### config.mk
export PLATFORM = sky130hd
export DESIGN_NAME = tlvi_unit
export DESIGN_NICKNAME = d
export VERILOG_FILES = /design/src/design/tlvi_pkg.sv /design/src/design/tlvi_unit.sv
export VERILOG_INCLUDE_DIRS = /design/src /design/src/design
export SDC_FILE = /design/constraint.sdc
export NUM_CORES = 1
export LEC_CHECK = 0
export BUFFER_PORTS_ARGS = -buffer_cell sky130_fd_sc_hd__buf_2
export CORE_ASPECT_RATIO = 0.9
export CORE_MARGIN = 2
export CORE_UTILIZATION = 25
export DETAILED_ROUTE_END_ITERATION = 10
export PLACE_DENSITY = 0.5
export SKIP_LAST_GASP = 1
export SLEW_MARGIN = 20
export SYNTH_ARGS = -nofsm -noshare
export SYNTH_HDL_FRONTEND = slang
export SYNTH_SLANG_ARGS = --single-unit
### constraint.sdc
create_clock -name clk -period 3.35 [get_ports clk]
set_input_delay 0.335 -clock clk [delete_from_list [all_inputs] [get_ports clk]]
set_output_delay 0.335 -clock clk [all_outputs]
set_load 0.02 [all_outputs]
### src/design/tlvi_defines.svh
// Constants for the two-level vectored interrupt unit
`ifndef TLVI_DEFINES_SVH
`define TLVI_DEFINES_SVH

`define TLVI_NUM_SRC 23
`define TLVI_RESET_VEC 16'h0000
`define TLVI_VEC_BASE 16'h0003
`define TLVI_VEC_STEP 16'h0008
`define TLVI_BASE_BITS 7
`define TLVI_EXT1_FIRST 7
`define TLVI_EXT2_FIRST 15
`define TLVI_GLOBAL_BIT 7
`define TLVI_IRQ_BASE_REG_OFS 8'h00
`define TLVI_IRQ_ENABLE_EXT_ONE_OFS 8'h01
`define TLVI_IRQ_ENABLE_EXT_TWO_OFS 8'h02
`define TLVI_IRQ_PRIORITY_BASE_OFS 8'h03
`define TLVI_IRQ_PRIORITY_EXT_ONE_OFS 8'h04
`define TLVI_IRQ_PRIORITY_EXT_TWO_OFS 8'h05
`define TLVI_STATUS_OFS 8'h06
`define TLVI_FLAG_LO_OFS 8'h07
`define TLVI_FLAG_MID_OFS 8'h08
`define TLVI_FLAG_HI_OFS 8'h09
`define TLVI_ENABLE_RESET 8'h00
`define TLVI_PRIORITY_RESET 8'h00
`define TLVI_PRIO_BASE_UNUSED 8'h80
`define TLVI_HW_CLEAR_MASK 23'h01000F
`define TLVI_DETECT_CYCLES 1
`define TLVI_CALL_CYCLES 4
`define TLVI_FLAGLESS_MASK 23'h028000

`endif

### src/design/tlvi_pkg.sv
// Types for the two-level vectored interrupt unit
package tlvi_pkg;

    typedef enum logic [1:0] {
        TLVI_IDLE = 2'b00,
        TLVI_CALL = 2'b01,
        TLVI_WAIT_INSN = 2'b10
    } tlvi_state_e;

    typedef logic [4:0] tlvi_idx_t;

endpackage

### src/design/tlvi_unit.sv
// Two-level vectored interrupt unit with register port and core handshake
//
// Design decisions made here: the register addresses and strobed register access.
`timescale 1ns/1ps
`include "tlvi_defines.svh"

// Operation
// - Twenty-three sources, each with its own vector, besides reset.
// - A flag set by software requests exactly like a hardware event.
// - High-priority request preempts a running low-priority routine.
// - A running high-priority routine is never preempted.
// - All priorities are low after reset.
// - High level wins; ties go to lowest order number.
// - Requests sampled and decoded every clock cycle.
// - One detect cycle, then call issued; four-cycle call completes it.
// - After a return with request pending, one instruction completes before the call.
// - Worst case eighteen clocks follows from detect plus core timing.
// - Equal or lower level waits for return plus one instruction.
// - Vector is 0x0003 plus eight times order; reset vector 0x0000.
// - Enables split over base bits 0-6, ext one and ext two.
// - Priority bits mirror the enable bit positions.
// - Hardware clears only external, timer 0/1 and CAN flags on vectoring.
// - Regulator dropout and port match request without visible flag.
// - Global enable low blocks every source.
// - Flags set regardless of enables; disabled ones are ignored.
// - A flag still set after return re-requests once the next instruction completes.
// - A source with several flags requests while any is set.
module tlvi_unit
    import tlvi_pkg::*;
#(
    parameter int NSRC = `TLVI_NUM_SRC
)
(
    // Clock and reset
    input wire logic clk,
    input wire logic rst,
    // Register port
    input wire logic [7:0] reg_addr,
    input wire logic [7:0] reg_wdata,
    input wire logic reg_wr,
    input wire logic reg_rd,
    output logic [7:0] reg_rdata,
    // Peripheral events, one bit per source (any of its flags)
    input wire logic [NSRC-1:0] src_event,
    // Flagless sources give live levels here
    input wire logic [NSRC-1:0] src_level,
    // Core sequencer
    input wire logic call_ack,
    input wire logic return_from_irq,
    input wire logic insn_done,
    output logic call_req,
    output logic [15:0] call_vector,
    output logic [NSRC-1:0] hw_flag_clear
);

    logic [7:0] irq_enable_base_reg_q;
    logic [7:0] irq_enable_ext_one_q;
    logic [7:0] irq_enable_ext_two_q;
    logic [7:0] irq_priority_base_reg_q;
    logic [7:0] irq_priority_ext_one_q;
    logic [7:0] irq_priority_ext_two_q;
    logic [NSRC-1:0] flag_q;
    logic [NSRC-1:0] flag_d;
    logic [NSRC-1:0] sw_set;
    logic [NSRC-1:0] sw_clr;
    logic [NSRC-1:0] enables;
    logic [NSRC-1:0] prios;
    logic [NSRC-1:0] active;
    logic [NSRC-1:0] eligible;
    logic in_low_q;
    logic in_high_q;
    tlvi_state_e state_q;
    logic win_valid;
    tlvi_idx_t win_idx;
    logic win_high;
    logic [7:0] rdata_d;
    logic [NSRC-1:0] hw_clr;
    // Winner frozen at call time; live arbitration may move before the ack
    tlvi_idx_t call_idx_q;
    logic call_high_q;

    // Order number to vector address
    function automatic logic [15:0] vec_of(input tlvi_idx_t idx);
        vec_of = `TLVI_VEC_BASE + (16'(idx) << 3);
    endfunction

    // Place a register byte over the flat source vector
    function automatic logic [NSRC-1:0] spread(input logic [7:0] b0, input logic [7:0] b1,
                                               input logic [7:0] b2);
        spread = {b2, b1, b0[`TLVI_BASE_BITS-1:0]};
    endfunction

    assign enables = spread(irq_enable_base_reg_q, irq_enable_ext_one_q, irq_enable_ext_two_q);
    assign prios = spread(irq_priority_base_reg_q, irq_priority_ext_one_q,
                          irq_priority_ext_two_q);

    // Flagless sources follow their live level; others use the latched flag
    assign active = (flag_q & ~`TLVI_FLAGLESS_MASK)
                  | (src_level & `TLVI_FLAGLESS_MASK);
    assign eligible = active & enables
                    & {NSRC{irq_enable_base_reg_q[`TLVI_GLOBAL_BIT]}};

    // Fixed-order arbitration within the winning level
    always_comb
    begin
        logic any_high;
        any_high = |(eligible & prios);
        win_valid = 1'b0;
        win_idx = '0;
        win_high = 1'b0;
        for (int i = NSRC - 1; i >= 0; i--)
        begin
            if (eligible[i] && (prios[i] || !any_high))
            begin
                win_valid = 1'b1;
                win_idx = tlvi_idx_t'(i);
                win_high = prios[i];
            end
        end
        // Level gate: nothing preempts high, only high preempts low
        if (in_high_q || (in_low_q && !win_high))
        begin
            win_valid = 1'b0;
        end
    end

    // Software writes to the flag registers
    always_comb
    begin
        sw_set = '0;
        sw_clr = '0;
        if (reg_wr)
        begin
            unique case (reg_addr)
                `TLVI_FLAG_LO_OFS:
                begin
                    sw_set[7:0] = reg_wdata;
                    sw_clr[7:0] = ~reg_wdata;
                end
                `TLVI_FLAG_MID_OFS:
                begin
                    sw_set[15:8] = reg_wdata;
                    sw_clr[15:8] = ~reg_wdata;
                end
                `TLVI_FLAG_HI_OFS:
                begin
                    sw_set[NSRC-1:16] = reg_wdata[NSRC-17:0];
                    sw_clr[NSRC-1:16] = ~reg_wdata[NSRC-17:0];
                end
                default:
                begin
                    sw_set = '0;
                end
            endcase
        end
    end

    // Hardware set wins over any clear in the same cycle
    always_comb
    begin
        hw_clr = '0;
        if (state_q == TLVI_CALL && call_ack)
        begin
            hw_clr[call_idx_q] = 1'b1;
        end
        hw_clr = hw_clr & `TLVI_HW_CLEAR_MASK;
        flag_d = ((flag_q & ~sw_clr & ~hw_clr) | sw_set | src_event);
    end

    always_ff @(posedge clk or posedge rst)
    begin
        if (rst)
        begin
            flag_q <= '0;
        end
        else
        begin
            flag_q <= flag_d;
        end
    end

    always_ff @(posedge clk or posedge rst)
    begin
        if (rst)
        begin
            irq_enable_base_reg_q <= `TLVI_ENABLE_RESET;
            irq_enable_ext_one_q <= `TLVI_ENABLE_RESET;
            irq_enable_ext_two_q <= `TLVI_ENABLE_RESET;
            irq_priority_base_reg_q <= `TLVI_PRIORITY_RESET;
            irq_priority_ext_one_q <= `TLVI_PRIORITY_RESET;
            irq_priority_ext_two_q <= `TLVI_PRIORITY_RESET;
        end
        else if (reg_wr)
        begin
            unique case (reg_addr)
                `TLVI_IRQ_BASE_REG_OFS: irq_enable_base_reg_q <= reg_wdata;
                `TLVI_IRQ_ENABLE_EXT_ONE_OFS: irq_enable_ext_one_q <= reg_wdata;
                `TLVI_IRQ_ENABLE_EXT_TWO_OFS: irq_enable_ext_two_q <= reg_wdata;
                `TLVI_IRQ_PRIORITY_BASE_OFS: irq_priority_base_reg_q <= {1'b0, reg_wdata[6:0]};
                `TLVI_IRQ_PRIORITY_EXT_ONE_OFS: irq_priority_ext_one_q <= reg_wdata;
                `TLVI_IRQ_PRIORITY_EXT_TWO_OFS: irq_priority_ext_two_q <= reg_wdata;
                default:
                begin
                end
            endcase
        end
    end

    // Call sequencing toward the core
    always_ff @(posedge clk or posedge rst)
    begin
        if (rst)
        begin
            state_q <= TLVI_IDLE;
            call_req <= 1'b0;
            call_vector <= `TLVI_RESET_VEC;
            hw_flag_clear <= '0;
            call_idx_q <= '0;
            call_high_q <= 1'b0;
        end
        else
        begin
            hw_flag_clear <= hw_clr;
            unique case (state_q)
                TLVI_IDLE:
                begin
                    if (return_from_irq)
                    begin
                        state_q <= TLVI_WAIT_INSN;
                    end
                    else if (win_valid)
                    begin
                        state_q <= TLVI_CALL;
                        call_req <= 1'b1;
                        call_vector <= vec_of(win_idx);
                        call_idx_q <= win_idx;
                        call_high_q <= win_high;
                    end
                end
                TLVI_CALL:
                begin
                    if (call_ack)
                    begin
                        call_req <= 1'b0;
                        state_q <= TLVI_IDLE;
                    end
                end
                TLVI_WAIT_INSN:
                begin
                    if (insn_done)
                    begin
                        state_q <= TLVI_IDLE;
                    end
                end
                default:
                begin
                    state_q <= TLVI_IDLE;
                end
            endcase
        end
    end

    // Level in service; a return drops the innermost level
    always_ff @(posedge clk or posedge rst)
    begin
        if (rst)
        begin
            in_low_q <= 1'b0;
            in_high_q <= 1'b0;
        end
        else if (state_q == TLVI_CALL && call_ack)
        begin
            if (call_high_q)
            begin
                in_high_q <= 1'b1;
            end
            else
            begin
                in_low_q <= 1'b1;
            end
        end
        else if (return_from_irq)
        begin
            if (in_high_q)
            begin
                in_high_q <= 1'b0;
            end
            else
            begin
                in_low_q <= 1'b0;
            end
        end
    end

    always_comb
    begin
        unique case (reg_addr)
            `TLVI_IRQ_BASE_REG_OFS: rdata_d = irq_enable_base_reg_q;
            `TLVI_IRQ_ENABLE_EXT_ONE_OFS: rdata_d = irq_enable_ext_one_q;
            `TLVI_IRQ_ENABLE_EXT_TWO_OFS: rdata_d = irq_enable_ext_two_q;
            `TLVI_IRQ_PRIORITY_BASE_OFS: rdata_d = irq_priority_base_reg_q | `TLVI_PRIO_BASE_UNUSED;
            `TLVI_IRQ_PRIORITY_EXT_ONE_OFS: rdata_d = irq_priority_ext_one_q;
            `TLVI_IRQ_PRIORITY_EXT_TWO_OFS: rdata_d = irq_priority_ext_two_q;
            `TLVI_STATUS_OFS: rdata_d = {3'h0, in_high_q, in_low_q, call_req, state_q};
            `TLVI_FLAG_LO_OFS: rdata_d = flag_q[7:0];
            `TLVI_FLAG_MID_OFS: rdata_d = flag_q[15:8];
            `TLVI_FLAG_HI_OFS: rdata_d = {1'b0, flag_q[NSRC-1:16]};
            default: rdata_d = 8'h00;
        endcase
    end

    always_ff @(posedge clk or posedge rst)
    begin
        if (rst)
        begin
            reg_rdata <= 8'h00;
        end
        else
        begin
            reg_rdata <= reg_rd ? rdata_d : 8'h00;
        end
    end

endmodule // tlvi_unit

Yosys cells after proc, flatten, opt, wreduce, memory -nomap -nowiden
Index checks and enable logic that the tools add are counted.
{ "classes": {"n_addsub": 1, "magnitude_cmp": 2, "n_eq_ne": 19, "mux": 99, "bitwise_logic": 13, "n_reduce_logical": 68} }
{ "op_table": {"columns": ["cell", "n"], "rows": [
  ["23-bit AND", 5],
  ["5-bit two-way mux", 23],
  ["8-bit one-hot mux with 10 select lines", 1],
  ["1-bit two-way mux", 58],
  ["23-bit two-way mux", 2],
  ["23-bit OR", 2],
  ["8-bit two-way mux", 5],
  ["8-bit by 3-bit == test with 1-bit output (second input constant)", 4],
  ["1-bit logical AND", 26],
  ["1-bit logical OR", 24],
  ["17-bit inverter with 23-bit output", 1],
  ["23-bit inverter", 1],
  ["23-bit by 18-bit OR with 23-bit output", 1],
  ["23-bit OR reduction", 1],
  ["17-bit two-way mux", 1],
  ["8-bit by 2-bit == test with 1-bit output (second input constant)", 2],
  ["8-bit by 4-bit == test with 1-bit output (second input constant)", 2],
  ["7-bit two-way mux", 2],
  ["2-bit AND reduction", 7],
  ["2-bit inequality test (second input constant)", 6],
  ["2-bit by 8-bit adder with 9-bit output (first input constant)", 1],
  ["3-bit AND reduction", 3],
  ["8-bit by 1-bit == test with 1-bit output (second input constant)", 1],
  ["8-bit logical NOT", 1],
  ["other kinds (17)", 22]
]} }
{ "totals": {"reg_bits": 110, "output_inout_bits": 48, "elab_cells": 218} }

Logic depth before layout (Yosys ltp)
Gate-level depths: netlist of run 1.
{ "depth": {"ltp_word": 38, "depth_mapped": 13, "mapped_depth_nobuf": 9} }

Worst setup path before layout of run 1
Ideal clock, no wire load.
{ "synth_timing": {"path_kind": "flip-flop to flip-flop", "startpoint": "register irq_enable_base_reg_q[7]", "endpoint": "register call_idx_q[3]", "setup_time_ps": 137, "arrival_time_ps": 2304, "required_time_ps": 3213, "slack_ps": 909, "stages_incl_launch_ff": 13, "synth_period_minus_slack_ps": 2441, "cell_sequence": "dfrtp_1 buf_6 and3_4 a22o_1 nor3_4 buf_6 a22oi_1 o21bai_1 nor2_1 a31oi_2 buf_4 nand2b_1 o31ai_1"} }
{ "synth_via": {"elab_chain_len": 34, "elab_cells_between_ends": 123, "classes_between": "mux (69); bitwise (2); reduce/logical (52)"} }
{ "synth_rtl": {"columns": ["item", "line", "source"], "rows": [
  ["from (decl)", "tlvi_unit.sv:56", "logic [7:0] irq_enable_base_reg_q;"],
  ["from (signal assigned)", "tlvi_unit.sv:186", "irq_enable_base_reg_q <= `TLVI_ENABLE_RESET;"],
  ["from (signal assigned)", "tlvi_unit.sv:196", "`TLVI_IRQ_BASE_REG_OFS: irq_enable_base_reg_q <= reg_wdata;"],
  ["23-bit AND (*)", "tlvi_unit.sv:100", "assign eligible = active & enables"],
  ["23-bit AND", "tlvi_unit.sv:107", "any_high = |(eligible & prios);"],
  ["23-bit OR reduction", "tlvi_unit.sv:107", null],
  ["1-bit logical NOT", "tlvi_unit.sv:113", "if (eligible[i] && (prios[i] || !any_high))"],
  ["1-bit logical OR", "tlvi_unit.sv:113", null],
  ["1-bit logical AND", "tlvi_unit.sv:113", null],
  ["1-bit two-way mux (23 in a row)", "tlvi_unit.sv:113", null],
  ["1-bit logical NOT", "tlvi_unit.sv:121", "if (in_high_q || (in_low_q && !win_high))"],
  ["1-bit logical AND", "tlvi_unit.sv:121", null],
  ["1-bit logical OR", "tlvi_unit.sv:121", null],
  ["1-bit two-way mux", "tlvi_unit.sv:121", null],
  ["3-bit AND reduction (no line)", null, null],
  ["to (signal assigned)", "tlvi_unit.sv:236", "call_idx_q <= win_idx;"],
  ["to (decl)", "tlvi_unit.sv:79", "tlvi_idx_t call_idx_q;"]
]} }
Mark *: on every way between the ends. The rest lies on a longest branch, timed or not.
A chain may end at the register's enable or synchronous reset.

Worst setup path after layout of run 1
{ "layout_timing": {"startpoint": "register irq_enable_base_reg_q[7]", "endpoint": "register call_idx_q[4]"} }
Same word-level chain as after synthesis.

==> metrics.md, run 1 <==
| Metric | Value |
|---|---|
| Worst slack after detailed placement | 295.6 ps |
| FF+latch count, synth | 95 |
| Mean Syn Cell Area | 10.32 µm² |
| Logic pwr share | 0.093 |
| Critical-path cell list | buf_4 > nand4_1 > o2111ai_1 > nor4_2 > buf_4 > nand2_2 > a311oi_2 > nor4_2 > a31oi_2 > buf_4 > nand2b_1 > o31ai_1 |
| Peak VDD IR | 0.2425 mV |
| Final min period | about 3200 ps |
| Number of diodes | 0 |
| Post-Route Hold Slack | 63.70 ps |
| Post-place instance area | 0.005964 mm² |
| CP Class | flop to flop |
| Async set-reset flop share out of synthesis | 1.000 |
| Slowest stage cell on the critical path | sky130_fd_sc_hd__dfrtp_1 |
| Quantity of I/O buffers inserted on ports | 68 |
| Depth of the CTS H-tree | 3 |
| DRC violation count after routing | 0 |
| First-pass GRT wire length | about 27000 µm |
| Cell Area, Synth | 0.005364 mm² |
| MaxCap Viol Count | 0 |
| Power share of the sequential group | 0.473 |
| Fraction of layout instances using a drive strength above 1 | 0.2963 |
| Number of nets in the layout | about 660 |
| Number of instances resized during post-cts repair | 0 |
| Number of warnings printed during yosys synthesis | 0 |
| Final clock period utilization by the worst path | 0.9452 |
| Headroom to the max-slew limit | 0.5967 |
| Number of distinct library cell variants in the gate-level netlist after synthesis | 70 |
| Starting density of the core | 0.2559 |
| Cell count after placement | between 800 and 900 |
| Via-to-Cell Ratio | 5.135 |
| Number of buffers inserted by hold repair at cts | 0 |
| Crit path buf inv count | 3 |
| Total clock buffers created by CTS | 9 |
| Worst EP arrival | between 3000 and 4000 ps |
| Global-route track usage on met2 | 0.2600 |
| Worst min-delay path class | primary input to asynchronous set/reset pin |
| CTS sink count | 95 |
| Number of synthesized flops with an enable pin | 0 |
| Initial antenna violation count | 0 |
| First-pass DRT Iterations | 6 |
| Setup Fix Bufs, Post-CTS | 0 |
| Reported net switching power | between 600 and 700 µW |
| Setup violation total in the final timing report | 0 |
| Avg WL per Cell | 19.69 µm |
| Max-slew violations | 0 |
| Post-layout power | 2.625 mW |
| Worst clock skew | ~11 ps |
| Placed wire-length estimate after detailed placement | 13170 µm |
| Worst-case clock buffer depth | 2 |
| Most common library cell in the layout ignoring fill and taps | sky130_fd_sc_hd__dfrtp_1 |
| I/O pins | 117 |
| Switching portion of total power | 0.2627 |
| Number of non-filler instances in the completed layout | 880 |
| Number of global-route vias before repair | roughly 4700 |
| TritonCTS clock tree | built |
| Worst slew pin tran | slightly above 600 ps |
| DRC violation total after the first TritonRoute iteration | 289 |
| Total track usage | 0.1586 |
| Commonest cells after routing, fill and taps aside | 95 x sky130_fd_sc_hd__dfrtp_1, 68 x sky130_fd_sc_hd__buf_2, 58 x sky130_fd_sc_hd__nand2_1 |
| Flip-flop cell with the highest count after synthesis | sky130_fd_sc_hd__dfrtp_1 |
| Via count | ~4500 |
| Design area | 0.006284 mm² |
| Status | complete, no violations |
| Remaining global-route overflow | 0 |
| Met3 Usage GRT | 0.02519 |
| Final wirelength | 17320 µm |
| Synthesized netlist cell count | 520 |
| Cell-internal power | 1.935 mW |
| Clock latency of the later-clocked register in the worst-skew pair | roughly 360 ps |
| Final Hold Viols | 0 |
| Largest driver fanout on the critical path | 17 |
| Share of total power in the clock network | 0.434 |
| Share of synthesized area occupied by flip-flops and latches | 0.4432 |
| Die height | approximately 140 µm |
| Root Buffer | sky130_fd_sc_hd__clkbuf_16 |
| Setup TNS after final layout | 0 ps |
| Maximum clock frequency | 315.8 MHz |
| Utilization of the core after routing | 0.2998 |
| Routability cong. | 0.9192 |
| Power density over the cells | ~420 mW/mm² |
| Kind of cell adding the most delay to the critical path | simple AND/OR/NAND/NOR gates |
| Largest stage delay on the critical path | 480 ps |
| Most numerous cell on the critical path | sky130_fd_sc_hd__buf_4 |
| Clock slew seen by the registers of the worst setup and hold paths | 70 ps |
| Leakage power figure | 2.779 nW |
| Final worst slack | roughly 180 ps |
| Met1 routing resource usage after global routing | 0.2117 |
| Row count | 50 |
| Placeable core region | 0.02096 mm² |
| Capturing element type of the critical path | flop |
| Busiest layer in global routing | met2 |
| Area Growth Syn to Fin | 17.14% |
| Die area | 0.02264 mm² |
| Final antenna-violating net count | 0 |
| Die extent in x | 158.4 µm |
| Unrepaired setup endpoints after global routing | false |
| Critical Path Source Type | flop |
| WP data required | ~3600 ps |
| Largest net degree at the start of global routing | 96 |
[layout make-up]
type,instances,area (µm²)
Clock buffer,9,225.2
Inverter,11,43.79
Timing Repair Buffer,87,495.5
Sequential cell,95,2377
Clock inverter,6,93.84
Multi-Input combinational cell,386,2690
Fill cell,2217,14670
Tap cell,286,357.8
[logic make-up after synthesis]
| family | Yosys count | share of synthesized area |
|---|---|---|
| other cells | 1 | 0.0006991 |
| compound gates | 118 | 0.1659 |
| mux | 55 | 0.1253 |
| simple gates | 186 | 0.1915 |
| buf+inv | 65 | 0.07348 |
| flops | 95 | 0.4432 |
[layer usage]
layer  up-vias  wire length, µm  share of wire
met5         -                0              0
met2       173             8229           0.48
met4         0              344          0.020
met3        20             1071          0.062
li1       2036                -              -
met1      2290             7678           0.44
[power groups by stage]
stage | combinational [mW] | clock (mW) | sequential, mW
CTS | 0.249 | 1.16 | 1.24
global placement | 0.243 | 0 | 1.26
finish | 0.245 | 1.14 | 1.24
global route | 0.273 | 1.20 | 1.25
detailed placement | 0.247 | 0 | 1.26
floorplan | 0.184 | 0 | 1.25
[registers in the layout, indices dropped and copies added, names as in the netlist, 7 cells and up]
name	count
flag_q	23
irq_priority_base_reg_q	7
irq_priority_ext_one_q	8
irq_enable_ext_one_q	8
irq_priority_ext_two_q	8
reg_rdata	8
irq_enable_base_reg_q	8
irq_enable_ext_two_q	8
[worst min-delay path: stages]
cell	delay (ps)
sky130_fd_sc_hd__buf_2	110
sky130_fd_sc_hd__inv_4	50
sky130_fd_sc_hd__buf_12	370
[cell usage after synthesis (3+ instances only)]
master	n	area, µm²
sky130_fd_sc_hd__a211oi_1	4	30.03
sky130_fd_sc_hd__o31ai_1	3	22.52
sky130_fd_sc_hd__nand3_1	25	125.1
sky130_fd_sc_hd__a221oi_1	3	26.28
sky130_fd_sc_hd__buf_2	3	15.01
sky130_fd_sc_hd__nand2b_1	6	37.54
sky130_fd_sc_hd__a21oi_1	19	95.09
sky130_fd_sc_hd__nand4_1	12	75.07
sky130_fd_sc_hd__nor3_1	3	15.01
sky130_fd_sc_hd__o2111ai_1	4	35.03
sky130_fd_sc_hd__o22ai_2	3	37.54
sky130_fd_sc_hd__a31oi_1	12	75.07
sky130_fd_sc_hd__a211o_1	7	61.31
sky130_fd_sc_hd__mux4_2	5	112.6
sky130_fd_sc_hd__a22oi_1	16	120.1
sky130_fd_sc_hd__dfrtp_1	95	2377
sky130_fd_sc_hd__nand2_1	58	217.7
sky130_fd_sc_hd__or2_2	3	18.77
sky130_fd_sc_hd__o21ai_1	3	15.01
sky130_fd_sc_hd__nor4_2	3	37.54
sky130_fd_sc_hd__nand3b_1	16	120.1
sky130_fd_sc_hd__inv_1	10	37.54
sky130_fd_sc_hd__a222oi_1	7	70.07
sky130_fd_sc_hd__buf_4	30	225.2
sky130_fd_sc_hd__nor2_1	21	78.83
sky130_fd_sc_hd__and3_1	8	50.05
sky130_fd_sc_hd__mux2_1	6	67.56
sky130_fd_sc_hd__nor3b_1	3	22.52
sky130_fd_sc_hd__o21ai_0	8	40.04
sky130_fd_sc_hd__clkbuf_1	17	63.81
sky130_fd_sc_hd__mux2_2	41	461.7
sky130_fd_sc_hd__nor2b_1	4	25.02
sky130_fd_sc_hd__mux2i_1	3	30.03
sky130_fd_sc_hd__buf_6	3	33.78
sky130_fd_sc_hd__o22ai_1	7	43.79
sky130_fd_sc_hd__and2_1	4	25.02
[path summary, 6_finish.rpt]
kind | from | to | slack [ps] | cells after the start
max in group asynchronous | rst | irq_enable_ext_two_q[7] | 2840 | 3
max reg2reg | irq_enable_base_reg_q[7] | call_idx_q[4] | 180 | 12
min | rst | flag_q[18] | 60 | 3
min in group clk | insn_done | state_q[1] | 150 | 2
max | irq_enable_base_reg_q[7] | call_idx_q[4] | 180 | 12
min reg2reg | call_high_q | in_low_q | 480 | 1
Power figures use the tool's default switching activity.
==> inputs of run 2 (changes only) <==
- REMOVE_ABC_BUFFERS: not set -> 1
==> run 2 against run 1 <==
  * Die area did not move
  * Power barely moved
  * Maximum frequency grew 7.6%
  * Final cell count rose by 0.57%
  * Critical path type unchanged
  * Largest power group unchanged
  * Highest routed layer is now met5
==> metrics.md, run 2 (same netlist as run 1, synthesis figures left out) <==
| Metric | Value |
|---|---|
| Number of global-route vias before repair | 4749 (+1.6%) |
| Met2 wirelength from detailed routing | 8120 µm (-1.3%) |
| Depth of the CTS H-tree | 3 (unchanged) |
| Fraction of layout instances using a drive strength above 1 | 0.3010 (+0.004707) |
| Via count | 4513 (-0.13%) |
| Area Growth Syn to Fin | 17.89% |
| Cell-internal power | 1.956 mW (+1.1%) |
| Worst slack after detailed placement | 447.8 ps (+152.2 ps) |
| Routability cong. | 0.9089 (-1.1%) |
| Final min period | 2944 ps (-222.8 ps) |
| First-pass GRT wire length | 27110 µm (+0.59%) |
| Most numerous cell on the critical path | sky130_fd_sc_hd__buf_4 |
| Row count | 50 (unchanged) |
| DRC violation total after the first TritonRoute iteration | 394 (+36%) |
| Headroom to the max-slew limit | 0.5084 (-0.08834) |
| I/O pins | 117 (unchanged) |
| Post-route met1 wirelength | 7443 µm (-3.1%) |
| Slowest stage cell on the critical path | sky130_fd_sc_hd__dfrtp_1 |
| Starting density of the core | 0.2559 (unchanged) |
| Placeable core region | 0.02096 mm² (unchanged) |
| Maximum clock frequency | 339.7 MHz (+7.6%) |
| Most common library cell in the layout ignoring fill and taps | sky130_fd_sc_hd__dfrtp_1 |
| Worst clock skew | 9.272 ps (-1.347 ps) |
| CP Class | flop to flop |
| Initial antenna violation count | 2 (+2) |
| Commonest cells after routing, fill and taps aside | 95 x sky130_fd_sc_hd__dfrtp_1, 68 x sky130_fd_sc_hd__buf_2, 58 x sky130_fd_sc_hd__nand2_1 |
| CTS sink count | 95 (unchanged) |
| Setup Fix Bufs, Post-CTS | 0 (unchanged) |
| Quantity of I/O buffers inserted on ports | 68 (unchanged) |
| Metal3 WL | 1094 µm (+2.1%) |
| Worst slew pin tran | 737.4 ps (+133.2 ps) |
| Power density over the cells | 415.1 mW/mm² (-0.63%) |
| Critical-path cell list | buf_4 > nand3_4 > o2111ai_2 > nor3_4 > buf_12 > a21oi_1 > o22ai_1 > nor4_2 > a31oi_2 > buf_4 > o311ai_1 > o21ai_1 |
| Largest driver fanout on the critical path | 20 (+3) |
| Power share of the sequential group | 0.473 (about the same) |
| Share of total power in the clock network | 0.434 (about the same) |
| Final worst slack | 406.4 ps (+222.8 ps) |
| Placed wire-length estimate after detailed placement | 13280 µm (+0.86%) |
| Flip-flop count of the largest register after layout | 23 (unchanged) |
| Peak VDD IR | 0.1979 mV (-18%) |
| Setup TNS after final layout | 0 ps (unchanged) |
| DRC violation count after routing | 0 (unchanged) |
| Switching portion of total power | 0.2547 (-0.007950) |
| Design area | 0.006324 mm² (+0.64%) |
| Status | complete, no violations |
| Largest net degree at the start of global routing | 82 (-15%) |
| Final wirelength | 17250 µm (-0.43%) |
| Via-to-Cell Ratio | 5.099 (-0.70%) |
| Final Hold Viols | 0 (unchanged) |
| TritonCTS clock tree | built |
| First-pass DRT Iterations | 5 (-1) |
| Max-slew violations | 0 (unchanged) |
| Worst reg2reg setup slack | 410 ps (+220 ps) |
| Number of buffers inserted by hold repair at cts | 0 (unchanged) |
| MaxCap Viol Count | 0 (unchanged) |
| Logic pwr share | 0.092 (about the same) |
| Worst setup startpoint | irq_enable_base_reg_q[7] |
| Reported net switching power | 668.6 µW (-3.0%) |
| Total track usage | 0.1594 (+0.0007447) |
| Highest metal layer used by the detailed router | met5 |
| Die extent in x | 158.4 µm (unchanged) |
| Unrepaired setup endpoints after global routing | false |
| WP data required | 3580 ps (about the same) |
| Remaining global-route overflow | 0 (unchanged) |
| Worst EP arrival | 3170 ps (-230 ps) |
| Avg WL per Cell | 19.49 µm (-1.0%) |
| Critical Path Source Type | flop |
| Worst-case clock buffer depth | 2 (unchanged) |
| Worst r2r src | irq_enable_base_reg_q[7] |
| Total clock buffers created by CTS | 9 (unchanged) |
| Post-place instance area | 0.005987 mm² (+0.38%) |
| Post-Route Hold Slack | 80.24 ps (+16.54 ps) |
| Capturing element type of the critical path | flop |
| Root Buffer | sky130_fd_sc_hd__clkbuf_16 |
| Leakage power figure | 2.799 nW (+0.74%) |
| Largest stage delay on the critical path | 450 ps (-30 ps) |
| Clock latency of the later-clocked register in the worst-skew pair | 360 ps (about the same) |
| Final clock period utilization by the worst path | 0.8787 (-0.06651) |
| Utilization of the core after routing | 0.3017 (+0.001910) |
| Fillers | 2182 (-1.6%) |
| Worst min-delay path class | primary input to asynchronous set/reset pin |
| Number of nets in the layout | 662 (+0.46%) |
| Largest reg by FF count | flag_q |
| Die area | 0.02264 mm² (unchanged) |
| Final antenna-violating net count | 0 (unchanged) |
| Die height | 143.0 µm (unchanged) |
| Number of instances resized during post-cts repair | 0 (unchanged) |
| Clock slew seen by the registers of the worst setup and hold paths | 70 ps (about the same) |
| Setup violation total in the final timing report | 0 (unchanged) |
run 2: power by group through the flow:
stage          Clock [mW]  Sequential, mW  Combinational (mW)
6_report             1.14            1.24               0.242
3_5_place_dp            0            1.26               0.245
4_1_cts              1.16            1.24               0.245
3_3_place_gp            0            1.26               0.240
2_1_floorplan           0            1.26               0.133
5_1_grt              1.21            1.25               0.270
run 2: worst paths after layout:
path	to	cells past startpoint
setup / recovery	call_idx_q[2]	12
hold / removal	irq_enable_ext_two_q[4]	2
setup reg to reg	call_idx_q[2]	12
hold reg to reg	in_low_q	1
max in group asynchronous	flag_q[6]	3
min in group clk	flag_q[9]	2
run 2: per-stage QoR:
step	instances	total power [mW]
2_1_floorplan	492	1.388
3_3_place_gp	868	1.501
3_5_place_dp	868	1.507
4_1_cts	884	2.647
5_1_grt	884	2.731
6_report	885	2.625
run 2: layer usage:
metal,global-route usage,vias up
met5,0,-
met4,0.06686,2
met3,0.03854,42
met2,0.2588,174
met1,0.2029,2253
li1,-,2042
run 2: layout make-up:
class / count / area, µm² / share of cell area
clock inverters: 6 / 92.59 / 0.01464
multi-input cells: 386 / 2690 / 0.4254
clock buffers: 10 / 239.0 / 0.03779
diodes: 1 / 2.502 / 0.0003957
well taps: 286 / 357.8 / 0.05659
inverters: 11 / 46.29 / 0.007321
flip-flops and latches: 95 / 2377 / 0.3759
repair buffers: 90 / 518.0 / 0.08192
run 2: worst max-delay path: cells and delay by family, from the launching register on:
kind | cells | cell delay (ps)
compound gates | 6 | 1040
simple gates | 3 | 670
buf+inv | 3 | 640
flops | 1 | 450
